## src/ivt_pkg.sv

```systemverilog
// constants and types for the 8-bit interval/carrier compare timer
// Function
// run bit low stops counter and holds it at zero; high lets it count
// mode register resets to zero; run, clock select, mode, level, enable fields
// clock select picks peripheral clock divisions or low-speed oscillator divisions
// default level bit sets idle level of timer output
// output enable gives 50 percent square wave in interval mode, else disabled
// software changes only run bit while timer is enabled
// software rewrites duty compare before each restart in PWM and carrier
// carrier mode needs count clock over six times partner timer clock
// carrier register resets to zero; upper bits read zero; gate status read-only
// remote bit and gate select low, high, low or carrier pulse
// gate status reads zero when carrier disabled, one when enabled
// direction bit zero drives pin, one releases it; resets to all ones
// software clears direction and latch bits to route timer output
// period match raises interrupt and clears counter, repeating
// duty compare ignored in interval mode
// interval is period compare plus one count clocks
// counting begins within one count clock after run is set
// period match toggles output, clears counter, interrupt on count clock
// clearing run returns interrupt and output to default levels; in carrier mode the output follows gate status and remote bit instead
// software keeps period compare within 01h to feh
// software writes period compare only while stopped; resets to zero
// counter increments once per selected count clock enable
package ivt_pkg;
  // ==========================================================
  // register addresses
  localparam logic [15:0] ADDR_PORT1_DIR = 16'hff21;
  localparam logic [15:0] ADDR_MODE      = 16'hff6c;
  localparam logic [15:0] ADDR_CARRIER   = 16'hff6d;
  localparam logic [15:0] ADDR_PERIOD    = 16'hff6e;
  localparam logic [15:0] ADDR_DUTY      = 16'hff6f;
  // ==========================================================
  // reset values and fields
  localparam logic [7:0] RST_PORT1_DIR = 8'hff;
  localparam logic [7:0] RST_MODE      = 8'h00;
  localparam logic [2:0] RST_CARRIER   = 3'h0;
  localparam logic [7:0] RST_CMP       = 8'h00;
  localparam int         PIN_TIMER_BIT = 6;
  localparam logic [1:0] MODE_INTERVAL = 2'h0;
  localparam logic [1:0] MODE_CARRIER  = 2'h1;
  localparam logic [1:0] MODE_PWM      = 2'h2;
  localparam int         PRE_W         = 12;
  localparam int         RL_W          = 9;
  // ==========================================================
  // types
  typedef struct packed {
    logic       run_enable_bit;
    logic [2:0] clk_sel;
    logic [1:0] op_mode;
    logic       default_out_level;
    logic       out_enable_bit;
  } mode_ctl_t;
  typedef struct packed {
    logic        wr;
    logic        rd;
    logic [15:0] addr;
    logic [7:0]  wdata;
  } reg_req_t;
  typedef enum logic [1:0] {
    PH_IDLE   = 2'b00,
    PH_PERIOD = 2'b01,
    PH_DUTY   = 2'b11
  } phase_t;
endpackage

```

## src/ivt_timer.sv

```systemverilog
// 8-bit interval, PWM and carrier compare timer with its registers
`timescale 1ns/10ps
module ivt_timer
  import ivt_pkg::*;
(
  input  wire logic       clk,
  input  wire logic       rst,
  input  wire reg_req_t   req,
  output logic [7:0]      rdata,
  input  wire logic       low_speed_osc_clock,
  input  wire logic       partner_irq,
  output logic            match_interrupt,
  output logic            timer_output_pin,
  output logic [7:0]      port1_oe
);
  // ==========================================================
  // registers
  mode_ctl_t  mode;
  logic [7:0] port1_direction;
  logic [7:0] period_compare;
  logic [7:0] duty_buf;
  logic [7:0] duty_compare;
  logic       duty_pend;
  logic       remote_mode_bit;
  logic       carrier_gate_buffer;
  logic       carrier_gate_status;
  logic       gate_pend;
  // counting state
  logic [PRE_W-1:0] pre;
  logic [RL_W-1:0]  rl_div;
  logic             rl_prev;
  logic             started;
  logic [7:0]       cnt;
  phase_t           phase;
  logic             level;
  logic             run;
  logic             wr_mode;
  logic             wr_duty;
  logic             rl_edge;
  logic             tick;
  logic             cnt_tick;
  logic [7:0]       cmp_val;
  logic             hit;
  logic             irq_hit;
  logic             next_pin;

  // one address decoder for the mode, duty and carrier strobes keeps their map in one place
  function automatic logic reg_hit(input logic        stb,
                                   input logic [15:0] a,
                                   input logic [15:0] want);
    reg_hit = stb && a == want;
  endfunction

  // register strobes and the run bit
  assign run     = mode.run_enable_bit;
  assign wr_mode = reg_hit(req.wr, req.addr, ADDR_MODE);
  assign wr_duty = reg_hit(req.wr, req.addr, ADDR_DUTY);

  // count clock enable from the selected division
  function automatic logic sel_tick(input logic [2:0] sel,
                                    input logic [PRE_W-1:0] p,
                                    input logic [RL_W-1:0] r,
                                    input logic e);
    case (sel)
      3'h0:    sel_tick = 1'b1;
      3'h1:    sel_tick = &p[1:0];
      3'h2:    sel_tick = &p[3:0];
      3'h3:    sel_tick = &p[5:0];
      3'h4:    sel_tick = &p[PRE_W-1:0];
      3'h5:    sel_tick = e & (&r[6:0]);
      3'h6:    sel_tick = e & (&r[RL_W-1:0]);
      default: sel_tick = e;
    endcase
  endfunction

  // ==========================================================
  // mode register; full value taken on every write
  always_ff @(posedge clk or posedge rst) begin
    if (rst) begin
      mode <= mode_ctl_t'(RST_MODE);
    end else if (wr_mode) begin
      mode <= mode_ctl_t'(req.wdata);
    end
  end

  // port direction and period compare
  always_ff @(posedge clk or posedge rst) begin
    if (rst) begin
      port1_direction <= RST_PORT1_DIR;
      period_compare  <= RST_CMP;
    end else if (req.wr) begin
      if (req.addr == ADDR_PORT1_DIR) begin
        port1_direction <= req.wdata;
      end
      if (req.addr == ADDR_PERIOD) begin
        period_compare <= req.wdata;
      end
    end
  end

  // duty compare: direct while stopped, else held until old value matches
  always_ff @(posedge clk or posedge rst) begin
    if (rst) begin
      duty_buf     <= RST_CMP;
      duty_compare <= RST_CMP;
      duty_pend    <= 1'b0;
    end else if (wr_duty) begin
      duty_buf <= req.wdata;
      if (!run) begin
        duty_compare <= req.wdata;
        duty_pend    <= 1'b0;
      end else begin
        duty_pend <= 1'b1;
      end
    end else if (duty_pend && hit && phase == PH_DUTY) begin
      // a write in the match cycle loses the transfer on purpose
      duty_compare <= duty_buf;
      duty_pend    <= 1'b0;
    end
  end

  // carrier control register, writable fields
  always_ff @(posedge clk or posedge rst) begin
    if (rst) begin
      {remote_mode_bit, carrier_gate_buffer} <= RST_CARRIER[2:1];
    end else if (reg_hit(req.wr, req.addr, ADDR_CARRIER)) begin
      {remote_mode_bit, carrier_gate_buffer} <= req.wdata[2:1];
    end
  end

  // gate status: partner event latched, moved on next count clock
  always_ff @(posedge clk or posedge rst) begin
    if (rst) begin
      carrier_gate_status <= RST_CARRIER[0];
      gate_pend           <= 1'b0;
    end else if (!run) begin
      carrier_gate_status <= carrier_gate_buffer;
      gate_pend           <= 1'b0;
    end else begin
      // a new partner event wins over the consuming tick
      gate_pend <= partner_irq | (gate_pend & ~tick);
      if (gate_pend && tick) begin
        carrier_gate_status <= carrier_gate_buffer;
      end
    end
  end

  // ==========================================================
  // prescalers; free running so the ratio stays exact
  always_ff @(posedge clk or posedge rst) begin
    if (rst) begin
      pre     <= '0;
      rl_div  <= '0;
      rl_prev <= 1'b0;
    end else begin
      pre     <= pre + 1'b1;
      rl_prev <= low_speed_osc_clock;
      if (rl_edge) begin
        rl_div <= rl_div + 1'b1;
      end
    end
  end

  assign rl_edge  = low_speed_osc_clock & ~rl_prev;
  assign tick     = sel_tick(mode.clk_sel, pre, rl_div, rl_edge);
  assign cnt_tick = run && started && tick;
  // interval mode never enters the duty phase
  assign cmp_val  = (phase == PH_DUTY) ? duty_compare : period_compare;
  assign hit      = cnt_tick && cnt == cmp_val;
  assign irq_hit  = hit && (phase == PH_PERIOD || mode.op_mode == MODE_CARRIER);

  // first count clock after start is masked
  always_ff @(posedge clk or posedge rst) begin
    if (rst) begin
      started <= 1'b0;
    end else if (!run) begin
      started <= 1'b0;
    end else if (tick) begin
      started <= 1'b1;
    end
  end

  // ==========================================================
  // counter, phase and output level
  always_ff @(posedge clk or posedge rst) begin
    if (rst) begin
      cnt   <= 8'h00;
      phase <= PH_IDLE;
      level <= 1'b0;
    end else if (!run) begin
      cnt   <= 8'h00;
      phase <= PH_IDLE;
      level <= (mode.op_mode == MODE_CARRIER) ? 1'b0 : mode.default_out_level;
    end else begin
      if (phase == PH_IDLE) begin
        phase <= PH_PERIOD;
      end
      if (hit) begin
        level <= ~level;
        case (mode.op_mode)
          MODE_PWM: begin
            phase <= (phase == PH_DUTY) ? PH_PERIOD : PH_DUTY;
            cnt   <= (phase == PH_DUTY) ? cnt + 8'h01 : 8'h00;
          end
          MODE_CARRIER: begin
            phase <= (phase == PH_DUTY) ? PH_PERIOD : PH_DUTY;
            cnt   <= 8'h00;
          end
          default: begin
            cnt <= 8'h00;
          end
        endcase
      end else if (cnt_tick) begin
        cnt <= cnt + 8'h01;
      end
    end
  end

  // one-cycle match pulse; low while stopped
  always_ff @(posedge clk or posedge rst) begin
    if (rst) begin
      match_interrupt <= 1'b0;
    end else begin
      match_interrupt <= run && irq_hit;
    end
  end

  // pin level: carrier gating or square wave, else default level
  always_comb begin
    if (!mode.out_enable_bit) begin
      next_pin = mode.default_out_level;
    end else if (mode.op_mode == MODE_CARRIER) begin
      next_pin = carrier_gate_status &
                 (remote_mode_bit ? (run & level) : 1'b1);
    end else begin
      next_pin = level;
    end
  end

  // registered so the pin never carries a decode glitch
  always_ff @(posedge clk or posedge rst) begin
    if (rst) begin
      timer_output_pin <= 1'b0;
    end else begin
      timer_output_pin <= next_pin;
    end
  end

  // buffers on while direction bit is zero
  assign port1_oe = ~port1_direction;

  // ==========================================================
  // read data, registered; unmapped reads zero
  always_ff @(posedge clk or posedge rst) begin
    if (rst) begin
      rdata <= 8'h00;
    end else if (req.rd) begin
      case (req.addr)
        ADDR_PORT1_DIR: rdata <= port1_direction;
        ADDR_MODE:      rdata <= mode;
        ADDR_CARRIER:   rdata <= {5'h00, remote_mode_bit,
                                  carrier_gate_buffer, carrier_gate_status};
        ADDR_PERIOD:    rdata <= period_compare;
        ADDR_DUTY:      rdata <= duty_compare;
        default:        rdata <= 8'h00;
      endcase
    end
  end
endmodule

```

## config.mk

```make
export PLATFORM = sky130hd
export DESIGN_NAME = ivt_timer
export DESIGN_NICKNAME = d
export VERILOG_FILES = /design/src/ivt_pkg.sv /design/src/ivt_timer.sv
export SDC_FILE = /design/constraint.sdc
export NUM_CORES = 1
export LEC_CHECK = 0
export BUFFER_PORTS_ARGS = -buffer_cell sky130_fd_sc_hd__buf_4
export CAP_MARGIN = 20
export CORE_MARGIN = 4
export CORE_UTILIZATION = 40
export CTS_CLUSTER_DIAMETER = 80
export DETAILED_ROUTE_END_ITERATION = 12
export SYNTH_ARGS = -nofsm -noshare
export SYNTH_HDL_FRONTEND = slang
export SYNTH_SLANG_ARGS = --single-unit
```

## constraint.sdc

```tcl
create_clock -name clk -period 7.35 [get_ports clk]
set_input_delay 1.1025 -clock clk [delete_from_list [all_inputs] [get_ports clk]]
set_output_delay 1.1025 -clock clk [all_outputs]
set_load 0.05 [all_outputs]
```

---- Word-level counts from Yosys, hierarchy flattened ----
Index checks and enable logic that the tools add are counted.
cells by class
  add/subtract/negate cells ............... 3
  eq/ne operators ......................... 21
  muxes and demuxes ....................... 30
  bitwise operators ....................... 11
  reduce and logical (&&, ||, !) cells .... 25
operators by type and width
  cell                                                  count
  equality test 16 bit (second input constant)          5
  2-to-1 mux 8 bit                                      9
  case mux 8 bit (5 select lines)                       1
  2-to-1 mux 1 bit                                      14
  adder 12 x 1 -> 12 bit (second input constant)        1
  AND reduction 12 bit                                  1
  logical AND 1 bit                                     11
  2-to-1 mux 2 bit                                      5
  adder 9 x 1 -> 9 bit (second input constant)          1
  equality test 3 bit (second input constant)           3
  AND reduction 9 bit                                   1
  adder 8 x 1 -> 8 bit (second input constant)          1
  equality test 8 bit                                   1
  inverter 8 bit                                        1
  AND reduction 2 bit                                   4
  case mux 1 bit (7 select lines)                       1
  AND reduction 7 bit                                   1
  bitwise AND 1 bit                                     6
  equality test 3 x 2 -> 1 bit (second input constant)  2
  != test 2 x 1 -> 1 bit (second input constant)        3
  AND reduction 6 bit                                   1
  equality test 2 x 1 -> 1 bit (second input constant)  2
  equality test 2 bit (second input constant)           2
  AND reduction 4 bit                                   1
  other kinds (10)                                      12
storage, ports and cells
  bits in registers ....................... 89
  input bits .............................. 30
  output and inout port bits .............. 18
  logic and storage cells ................. 114

---- Depth between registers and ports, before layout ----
Gate-level depths: netlist of run 1.
  word-level depth ........................ 10
  depth in mapped cells ................... 12

---- Least setup slack after synthesis of run 1 ----
No wires, ideal clock.
  path type ............................... input port to flip-flop
  from .................................... input port req[9] (netlist bit)
  to ...................................... register duty_compare[0]
  library setup time ...................... 0.125 ns
  arrival ................................. 2.790 ns
  required time ........................... 7.225 ns
  slack ................................... 4.435 ns
  stages .................................. 8
  buffers on the path ..................... 2
  cell sequence ........................... clkbuf_1 -> inv_1 -> nor3_1 -> nand3_1 -> nand4_1 -> o22a_1 -> buf_6 -> mux2_4
on the way
  longest elaborated chain between the ends .. 4
RTL lines
  what                                                           RTL line          RTL
  start: declaration                                             ivt_timer.sv:8    input wire reg_req_t req,
  equality test 16 bit (*)                                       ivt_timer.sv:51   reg_hit = stb && a == want;
  logical AND 1 bit (*)                                          ivt_timer.sv:51
  != test 2 bit (no line) or nonzero test 2 bit (tied branches)  -
  AND reduction 2 bit (no line)                                  -
  end signal: assignment                                         ivt_timer.sv:110  duty_compare <= req.wdata;
  end signal: assignment                                         ivt_timer.sv:117  duty_compare <= duty_buf;
  end: declaration                                               ivt_timer.sv:22   logic [7:0] duty_compare;
Every way passes the cells marked *; elsewhere a longest branch is shown, timed or not.
A chain may end at the register's enable or synchronous reset.

---- Worst setup path in the final report of run 1 ----
  from .................................... input port req[15] (netlist bit)
  to ...................................... register duty_compare[6]
Same word-level chain as after synthesis.

==> results.sh, run 1 <==
export IMPL_fmax_ghz=0.313
export IMPL_rows=37
export IMPL_synth_cell_types=56
export IMPL_wl_per_cell_um=16.7
export IMPL_dpl_hpwl_um=7210
export IMPL_area_delta_synth_final_pct=17.2
export IMPL_gp_congestion=0.841
export IMPL_tritoncts="yes"
export IMPL_slowest_stage="nor3_1"
export IMPL_synthTopCellsByArea="dfrtp_1 46%, mux2_2 11%, dfstp_2 4.8%, xnor2_1 2.8%, mux2_4 2.8%"
export IMPL_met3WireLength_um=314
export IMPL_hold_class="reg -> reg"
export IMPL_wirelength_um=9490
export IMPL_drc_errors=0
export IMPL_die_height_um=112
export IMPL_top_layer="met4"
export IMPL_clock_sinks=89
export IMPL_cts_root_buf="clkbuf_8"
export IMPL_leakage_uw=0.00235
export IMPL_fin_nets=465
export IMPL_power_internal_uw=734
export IMPL_dr_pass1_iters=5
export IMPL_crit_chain="buf_4 -> and4bb_2 -> nand3_1 -> nor3_1 -> nand3_1 -> nand4_1 -> o22a_1 -> mux2_4"
export IMPL_synthArstFlopShare=1.00
export IMPL_critPathTopFamily="simple AND/OR/NAND/NOR gates"
export IMPL_viasPerCell=5.31
export IMPL_ys_seq_elements=89
export IMPL_synth_avg_cell_area_um2=11.6
export IMPL_final_cells=570
export IMPL_p_per_area_nw_per_um2=190
export IMPL_period_needed_ns=3.20
export IMPL_worst_ep_required_time_ns=7.60
export IMPL_cp_num_buf_inv=1
export IMPL_hold_slack_ns=0.471
export IMPL_ir_drop_v=0.000145
export IMPL_overflow=0
export IMPL_rsz0062_at_grt="no"
export IMPL_cts_path_max_buffers=2
export IMPL_drive_above_1_share=0.313
export IMPL_ctsResizeCount=0
export IMPL_start_util=0.417
export IMPL_dieArea_um2=12600
export IMPL_syn_nets=412
export IMPL_cts_hold_buf=0
export IMPL_timing_final_crit_share=0.435
export IMPL_slowest_delay_ns=0.57
export IMPL_diodes=0
export IMPL_critical_path_class="in -> reg"
export IMPL_synthFlopType="dfrtp_1"
export IMPL_combPwrFrac=0.070
export IMPL_clkPwrFrac=0.389
export IMPL_numCtsBuffers=9
export IMPL_ant_nets=0
export IMPL_wl_met1_um=4530
export IMPL_num_io_pins=48
export IMPL_grt_pass1_vias=3047
export IMPL_synth_area_leader_cell="dfrtp_1"
export IMPL_synth_edff_count=0
export IMPL_layout_cells_most_common_list="81 x dfrtp_1, 48 x buf_4, 41 x mux2_2"
export IMPL_track_usage=0.159
export IMPL_max_slew_worst_pin_slew_ns=1.08
export IMPL_coreArea_um2=10500
export IMPL_dp_cells=553
export IMPL_clk_insertion_delay_late_ns=0.36
export IMPL_final_common_cell="dfrtp_1"
export IMPL_final_core_util=0.488
export IMPL_fin_skew_ns=0.0116
export IMPL_setup_violations_final=0
export IMPL_crit_arrival_ns=3.45
export IMPL_outcome="completed"
export IMPL_htreeDepth=3
export IMPL_crit_fanout=8
export IMPL_end_kind="flop"
export IMPL_finalHoldViolations=0
export IMPL_slew_viol_final=0
export IMPL_sw_frac_of_total=0.243
export IMPL_cp_common_cell="nand3_1"
export IMPL_syn_area_um2=4360
export IMPL_port_buffers=47
export IMPL_syn_inst=376
export IMPL_start_kind="primary input"
export IMPL_path_clk_slew_ns=0.09
export IMPL_slew_headroom=0.274
export IMPL_antenna_found_initial=0
export IMPL_p_seq_frac=0.541
export IMPL_vias=3028
export IMPL_synth_top_area_frac=0.465
export IMPL_dieWidth_um=112
export IMPL_yosysSeqAreaShare=0.513
export IMPL_grt_pass1_wl_um=15900
export IMPL_wl_met2_um=4470
export IMPL_grt_max_degree=81
export IMPL_tns_ns=0
export IMPL_drtIter0Drc=187
export IMPL_postCtsSetupRepairBufs=0
export IMPL_yosysWarnings=0
export IMPL_p_sw_uw=236
export IMPL_maxCapViolations=0
==> per-stage QoR <==
step / worst slack, ns / power [µW] / area, µm²
detailed placement: 3.83 / 601 / 4860
CTS: 4.20 / 982 / 5080
floorplan: 3.95 / 571 / 4360
finish: 4.15 / 969 / 5110
global route: 3.98 / 1020 / 5110
global placement: 3.88 / 597 / 4860
==> path summary, 6_finish.rpt <==
kind	slack (ns)	end	startpoint	depth (start not counted)
max	4.15	duty_compare[6]	req[15]	8
min	0.47	pre[9]	pre[9]	1
max reg2reg	4.47	duty_compare[6]	rl_div[0]	11
min reg2reg	0.47	pre[9]	pre[9]	1
max in group asynchronous	5.90	port1_direction[1]	rst	4
min in group asynchronous	0.62	rdata[5]	rst	2
==> power by group through the flow <==
stage	clock, µW	sequential (µW)	combinational, µW
after floorplan	0	534	37.4
after global placement	0	533	64.6
after detailed placement	0	534	67.7
after CTS	390	525	67.5
after global routing	412	527	76.1
final	377	524	67.7
==> cells in the mapped netlist, drive strengths merged, types with 2 or more instances <==
master  count
xnor2      14
nand4       9
o22ai       8
a21o        2
dfrtp      81
inv        31
a22oi       4
and2        7
and3        7
buf         3
nand3      11
dfstp       8
a31oi       4
a21oi      11
a222oi      5
nand2      28
ha          6
o21ai      11
mux2       49
mux4        3
a22o        6
and4        2
nor2       16
clkbuf      4
nand3b      3
nor2b       4
xor2       10
nor3        6
and4b       3
o311ai      2
==> sequential cells by signal, summed over array words and instances (netlist names), 2 cells and up <==
name             cells
mode                 7
rdata                8
rl_div               9
phase                2
port1_direction      8
pre                 12
period_compare       8
duty_buf             8
cnt                  8
duty_compare         8
==> final cells by class <==
cell class,count,area (µm²)
tap,136,170
clock inverter,7,103
fill,1022,5350
clock buffer,9,124
inverter,31,118
multi-input combinational,249,1970
timing repair buffer,49,388
sequential,89,2240
==> logic make-up after synthesis <==
logic type      after synthesis  synth area share
simple gates                103             0.130
buf+inv                      38            0.0347
fa+ha+maj                     6            0.0172
xor+xnor                     24            0.0482
flops                        89             0.513
compound gates               63             0.105
mux                          53             0.151
==> per-layer routing <==
metal | track usage | vias to the layer above
li1 | - | 1471
met1 | 0.228 | 1494
met2 | 0.241 | 50
met3 | 0.0291 | 13
met4 | 0.0577 | 0
met5 | 0 | -
No activity file was read; power rests on OpenSTA's default activity.
==> run 2: changes to the inputs <==
==> constraint.sdc (replaced) <==
create_clock -name clk -period 3.35 [get_ports clk]
set_input_delay 0.5025 -clock clk [delete_from_list [all_inputs] [get_ports clk]]
set_output_delay 0.5025 -clock clk [all_outputs]
set_load 0.05 [all_outputs]
==> results.sh, run 2 (synthesized netlist as in run 1, its figures left out) <==
export IMPL_cts_root_buf="clkbuf_8"
export IMPL_cts_path_max_buffers=2
export IMPL_dpl_hpwl_um=7150
export IMPL_drc_errors=0
export IMPL_largest_register_ffs=12
export IMPL_outcome="completed"
export IMPL_postCtsSetupRepairBufs=0
export IMPL_grt_pass1_vias=3057
export IMPL_fin_nets=468
export IMPL_port_buffers=47
export IMPL_reg2reg_to="duty_compare[1]"
export IMPL_rsz0062_at_grt="no"
export IMPL_clk_insertion_delay_late_ns=0.37
export IMPL_antenna_found_initial=0
export IMPL_slew_headroom=0.529
export IMPL_hold_class="in -> async"
export IMPL_place_area_um2=4900
export IMPL_overflow=0
export IMPL_clock_sinks=89
export IMPL_slew_viol_final=0
export IMPL_viasPerCell=5.31
export IMPL_tns_ns=0
export IMPL_post_place_ws_ns=0.522
export IMPL_slowest_delay_ns=0.57
export IMPL_timing_final_crit_share=0.853
export IMPL_cts_hold_buf=0
export IMPL_maxCapViolations=0
export IMPL_critical_path_class="reg -> reg"
export IMPL_ir_drop_v=0.000452
export IMPL_vias=3045
export IMPL_setup_violations_final=0
export IMPL_regMostFlops="pre"
export IMPL_dieArea_um2=12600
export IMPL_dr_pass1_iters=6
export IMPL_drive_above_1_share=0.318
export IMPL_finalHoldViolations=0
export IMPL_nFillCells=997
export IMPL_max_slew_worst_pin_slew_ns=0.701
export IMPL_wirelength_um=9490
export IMPL_tritoncts="yes"
export IMPL_grt_pass1_wl_um=15500
export IMPL_path_clk_slew_ns=0.09
export IMPL_layout_cells_most_common_list="81 x dfrtp_1, 51 x buf_4, 41 x mux2_2"
export IMPL_crit_chain="ha_1 -> nand4_1 -> nor2_1 -> and2_1 -> ha_1 -> a21oi_1 -> or4b_1 -> o31ai_4 -> nand2_2 -> o22a_1 -> mux2_4"
export IMPL_final_area_um2=5130
export IMPL_ant_nets=0
export IMPL_r2r_cells=11
export IMPL_area_delta_synth_final_pct=17.7
export IMPL_die_height_um=112
export IMPL_grt_max_degree=90
export IMPL_drtIter0Drc=173
export IMPL_coreArea_um2=10500
export IMPL_dieWidth_um=112
export IMPL_leakage_uw=0.00237
export IMPL_r2r_slack_ns=0.49
export IMPL_r2r_start="rl_div[0]"
export IMPL_start_util=0.417
export IMPL_track_usage=0.155
export IMPL_numCtsBuffers=9
export IMPL_dp_cells=557
export IMPL_start_kind="flop"
export IMPL_num_io_pins=48
export IMPL_slowest_stage="or4b_1"
export IMPL_period_needed_ns=2.86
export IMPL_largest_registers="pre x12, rl_div x9"
export IMPL_cp_common_cell="ha_1"
export IMPL_fin_skew_ns=0.0132
export IMPL_gp_congestion=0.782
export IMPL_rows=37
export IMPL_crit_fanout=8
export IMPL_diodes=0
export IMPL_crit_arrival_ns=3.11
export IMPL_htreeDepth=3
export IMPL_wl_per_cell_um=16.6
export IMPL_setup_ws_ns=0.492
export IMPL_p_per_area_nw_per_um2=416
export IMPL_end_kind="flop"
export IMPL_final_common_cell="dfrtp_1"
export IMPL_fmax_ghz=0.350
export IMPL_worst_ep_required_time_ns=3.60
export IMPL_final_cells=573
export IMPL_ctsResizeCount=0
[run 2: changes by cell type in the layout (fill, tap and decap cells not counted)]
cell | before | now
inv_6 | 2 | 1
buf_16 | 1 | 0
inv_8 | 0 | 1
buf_4 | 48 | 51
clkinv_4 | 2 | 1
buf_12 | 0 | 1
clkbuf_8 | 9 | 10
[run 2: routing by layer]
| metal | GRT usage | routed length, µm |
|---|---|---|
| met4 | 0.0625 | 204 |
| met1 | 0.211 | 4470 |
| met3 | 0.0377 | 282 |
| met2 | 0.238 | 4530 |
| met5 | 0 | 0 |
[run 2: stage by stage]
| stage | total power, µW | hold slack [ns] | utilization |
|---|---|---|---|
| 4_1_cts | 2170 | 0.219 | 0.491 |
| 6_report | 2140 | 0.218 | 0.491 |
| 3_3_place_gp | 1310 | 0.450 | 0.468 |
| 3_5_place_dp | 1320 | 0.461 | 0.468 |
| 5_1_grt | 2240 | 0.211 | 0.491 |
| 2_1_floorplan | 1250 | 0.434 | - |
[run 2: layout make-up]
cell class,instances,area [µm²],share of cell area
Inverter,31,118,0.0229
Clock inverter,6,96.3,0.0188
Tap cell,136,170,0.0332
Clock buffer,10,138,0.0268
Timing Repair Buffer,52,403,0.0785
Multi-Input combinational cell,249,1970,0.384
Sequential cell,89,2240,0.436
[run 2: where the power goes]
group	total [µW]	internal [µW]	switching, µW
Sequential	1150	1110	39.1
Clock	843	449	393
Combinational	144	67.4	76.4
[run 2: critical path, delay by kind of cell, from the launching register on]
kind / cells / cell delay [ns]
multiplexers: 1 / 0.37
AND/OR/NAND/NOR: 5 / 1.05
flip-flops: 1 / 0.40
adder cells (fa/ha/maj): 2 / 0.35
AO/OA/AOI/OAI: 3 / 0.57
[run 2: how the worst max path moves through the flow]
stage,from,to,cells after the start
2_1_floorplan,rst,carrier_gate_buffer,1
3_3_place_gp,rl_div[0],duty_compare[4],11
3_5_place_dp,rl_div[0],duty_compare[0],11
4_1_cts,rl_div[0],duty_compare[1],11
5_1_grt,rl_div[0],duty_compare[7],11
6_report,rl_div[0],duty_compare[1],11
==> run 3: changes to the inputs <==
--- a/config.mk
+++ b/config.mk
@@ -5,12 +5,13 @@
 export SDC_FILE = /design/constraint.sdc
 export NUM_CORES = 1
 export LEC_CHECK = 0
-export BUFFER_PORTS_ARGS = -buffer_cell sky130_fd_sc_hd__buf_4
 export CAP_MARGIN = 20
 export CORE_MARGIN = 4
 export CORE_UTILIZATION = 40
 export CTS_CLUSTER_DIAMETER = 80
 export DETAILED_ROUTE_END_ITERATION = 12
+export DONT_BUFFER_PORTS = 1
+export REMOVE_ABC_BUFFERS = 1
 export SYNTH_ARGS = -nofsm -noshare
 export SYNTH_HDL_FRONTEND = slang
 export SYNTH_SLANG_ARGS = --single-unit
==> results.sh, run 3 (synthesized netlist as in run 1, its figures left out) <==
export IMPL_start_util=0.417
export IMPL_area_delta_synth_final_pct=9.41
export IMPL_combPwrFrac=0.046
export IMPL_tns_ns=0
export IMPL_p_per_area_nw_per_um2=429
export IMPL_postCtsSetupRepairBufs=0
export IMPL_setup_ws_ns=0.494
export IMPL_drtIter0Drc=311
export IMPL_sw_frac_of_total=0.255
export IMPL_worst_ep_required_time_ns=3.59
export IMPL_grt_pass1_vias=2907
export IMPL_slew_viol_final=0
export IMPL_dp_cells=511
export IMPL_start_kind="flop"
export IMPL_nFillCells=972
export IMPL_power_internal_uw=1520
export IMPL_clk_insertion_delay_late_ns=0.35
export IMPL_dpl_hpwl_um=6970
export IMPL_cts_hold_buf=1
export IMPL_rows=37
export IMPL_outcome="completed"
export IMPL_vias=2894
export IMPL_clock_sinks=89
export IMPL_critPathLaunch="rl_div[0]"
export IMPL_crit_fanout=8
export IMPL_fin_nets=423
export IMPL_layout_cells_most_common_list="81 x dfrtp_1, 41 x mux2_2, 30 x inv_1"
export IMPL_ir_drop_v=0.000295
export IMPL_dr_pass1_iters=4
export IMPL_timing_final_crit_share=0.853
export IMPL_dieWidth_um=112
export IMPL_track_usage=0.151
export IMPL_p_sw_uw=522
export IMPL_min_from="low_speed_osc_clock"
export IMPL_wl_per_cell_um=17.4
export IMPL_gp_congestion=0.776
export IMPL_regMostFlops="pre"
export IMPL_clkPwrFrac=0.388
export IMPL_maxCapViolations=0
export IMPL_largest_register_ffs=12
export IMPL_num_io_pins=48
export IMPL_rsz0062_at_grt="no"
export IMPL_fmax_ghz=0.350
export IMPL_max_slew_worst_pin_slew_ns=0.646
export IMPL_finalHoldViolations=0
export IMPL_setup_violations_final=0
export IMPL_largest_registers="pre x12, rl_div x9"
export IMPL_numCtsBuffers=9
export IMPL_diodes=0
export IMPL_htreeDepth=3
export IMPL_ctsResizeCount=0
export IMPL_overflow=0
export IMPL_wirelength_um=9170
export IMPL_port_buffers=0
export IMPL_fin_skew_ns=0.0140
export IMPL_drive_above_1_share=0.237
export IMPL_final_cells=528
export IMPL_final_common_cell="dfrtp_1"
export IMPL_cts_root_buf="clkbuf_8"
export IMPL_critical_path_class="reg -> reg"
export IMPL_r2r_start="rl_div[0]"
export IMPL_period_needed_ns=2.86
export IMPL_fin_total_pwr_uw=2040
export IMPL_viasPerCell=5.48
export IMPL_dieArea_um2=12600
export IMPL_antenna_found_initial=0
export IMPL_leakage_uw=0.00215
export IMPL_end_kind="flop"
export IMPL_tritoncts="yes"
export IMPL_coreArea_um2=10500
export IMPL_slew_headroom=0.566
export IMPL_grt_max_degree=42
export IMPL_ant_nets=0
export IMPL_die_height_um=112
export IMPL_crit_arrival_ns=3.10
export IMPL_r2r_slack_ns=0.49
export IMPL_drc_errors=0
export IMPL_p_seq_frac=0.566
export IMPL_cts_path_max_buffers=2
export IMPL_hold_class="in -> reg"
export IMPL_path_clk_slew_ns=0.10
export IMPL_post_place_ws_ns=0.529
export IMPL_grt_pass1_wl_um=15400
==> run 3: path summary, 6_finish.rpt <==
check | end | cells past startpoint
min in group asynchronous | mode[5] | 2
max | duty_compare[7] | 11
min | rl_prev | 0
max in group asynchronous | port1_direction[1] | 3
min reg2reg | pre[9] | 1
max reg2reg | duty_compare[7] | 11
==> run 3: power groups by stage <==
| stage | Combinational [µW] | Clock (µW) | Sequential, µW |
|---|---|---|---|
| finish | 94.2 | 793 | 1160 |
| global route | 110 | 864 | 1160 |
| CTS | 97.8 | 815 | 1160 |
| detailed placement | 95.7 | 0 | 1180 |
| global placement | 92.3 | 0 | 1180 |
| floorplan | 76.1 | 0 | 1170 |
==> run 3: cell type report <==
cell class	count	area (µm²)	area share
clock inverters	7	95.1	0.0199
flip-flops and latches	89	2240	0.469
inverters	31	118	0.0247
well taps	136	170	0.0357
clock buffers	9	124	0.0260
multi-input cells	249	1970	0.413
repair buffers	7	55.1	0.0115
==> run 3: through the flow <==
stage | area, µm² | hold WS (ns) | util
final | 4770 | 0.164 | 0.456
after floorplan | 4320 | 0.434 | -
after detailed placement | 4540 | 0.340 | 0.434
after global placement | 4540 | 0.338 | 0.434
after global routing | 4770 | 0.118 | 0.456
after CTS | 4770 | 0.138 | 0.456
==> run 3: per-layer routing <==
| metal | GRT usage | share of wire | routed length [µm] |
|---|---|---|---|
| met1 | 0.217 | 0.47 | 4340 |
| met2 | 0.232 | 0.48 | 4400 |
| met3 | 0.0323 | 0.039 | 356 |
| met4 | 0.0449 | 0.0088 | 81 |
| met5 | 0 | 0 | 0 |
==> run 3: worst max-delay path, cell delays in order, from the launching register on <==
cell     delay [ns]
dfrtp_1        0.40
ha_1           0.23
nand4_1        0.13
nor2_1         0.10
and2_1         0.13
ha_1           0.13
a21oi_1        0.07
or4b_1         0.57
o31ai_4        0.11
nand2_2        0.13
o22a_1         0.38
mux2_4         0.37
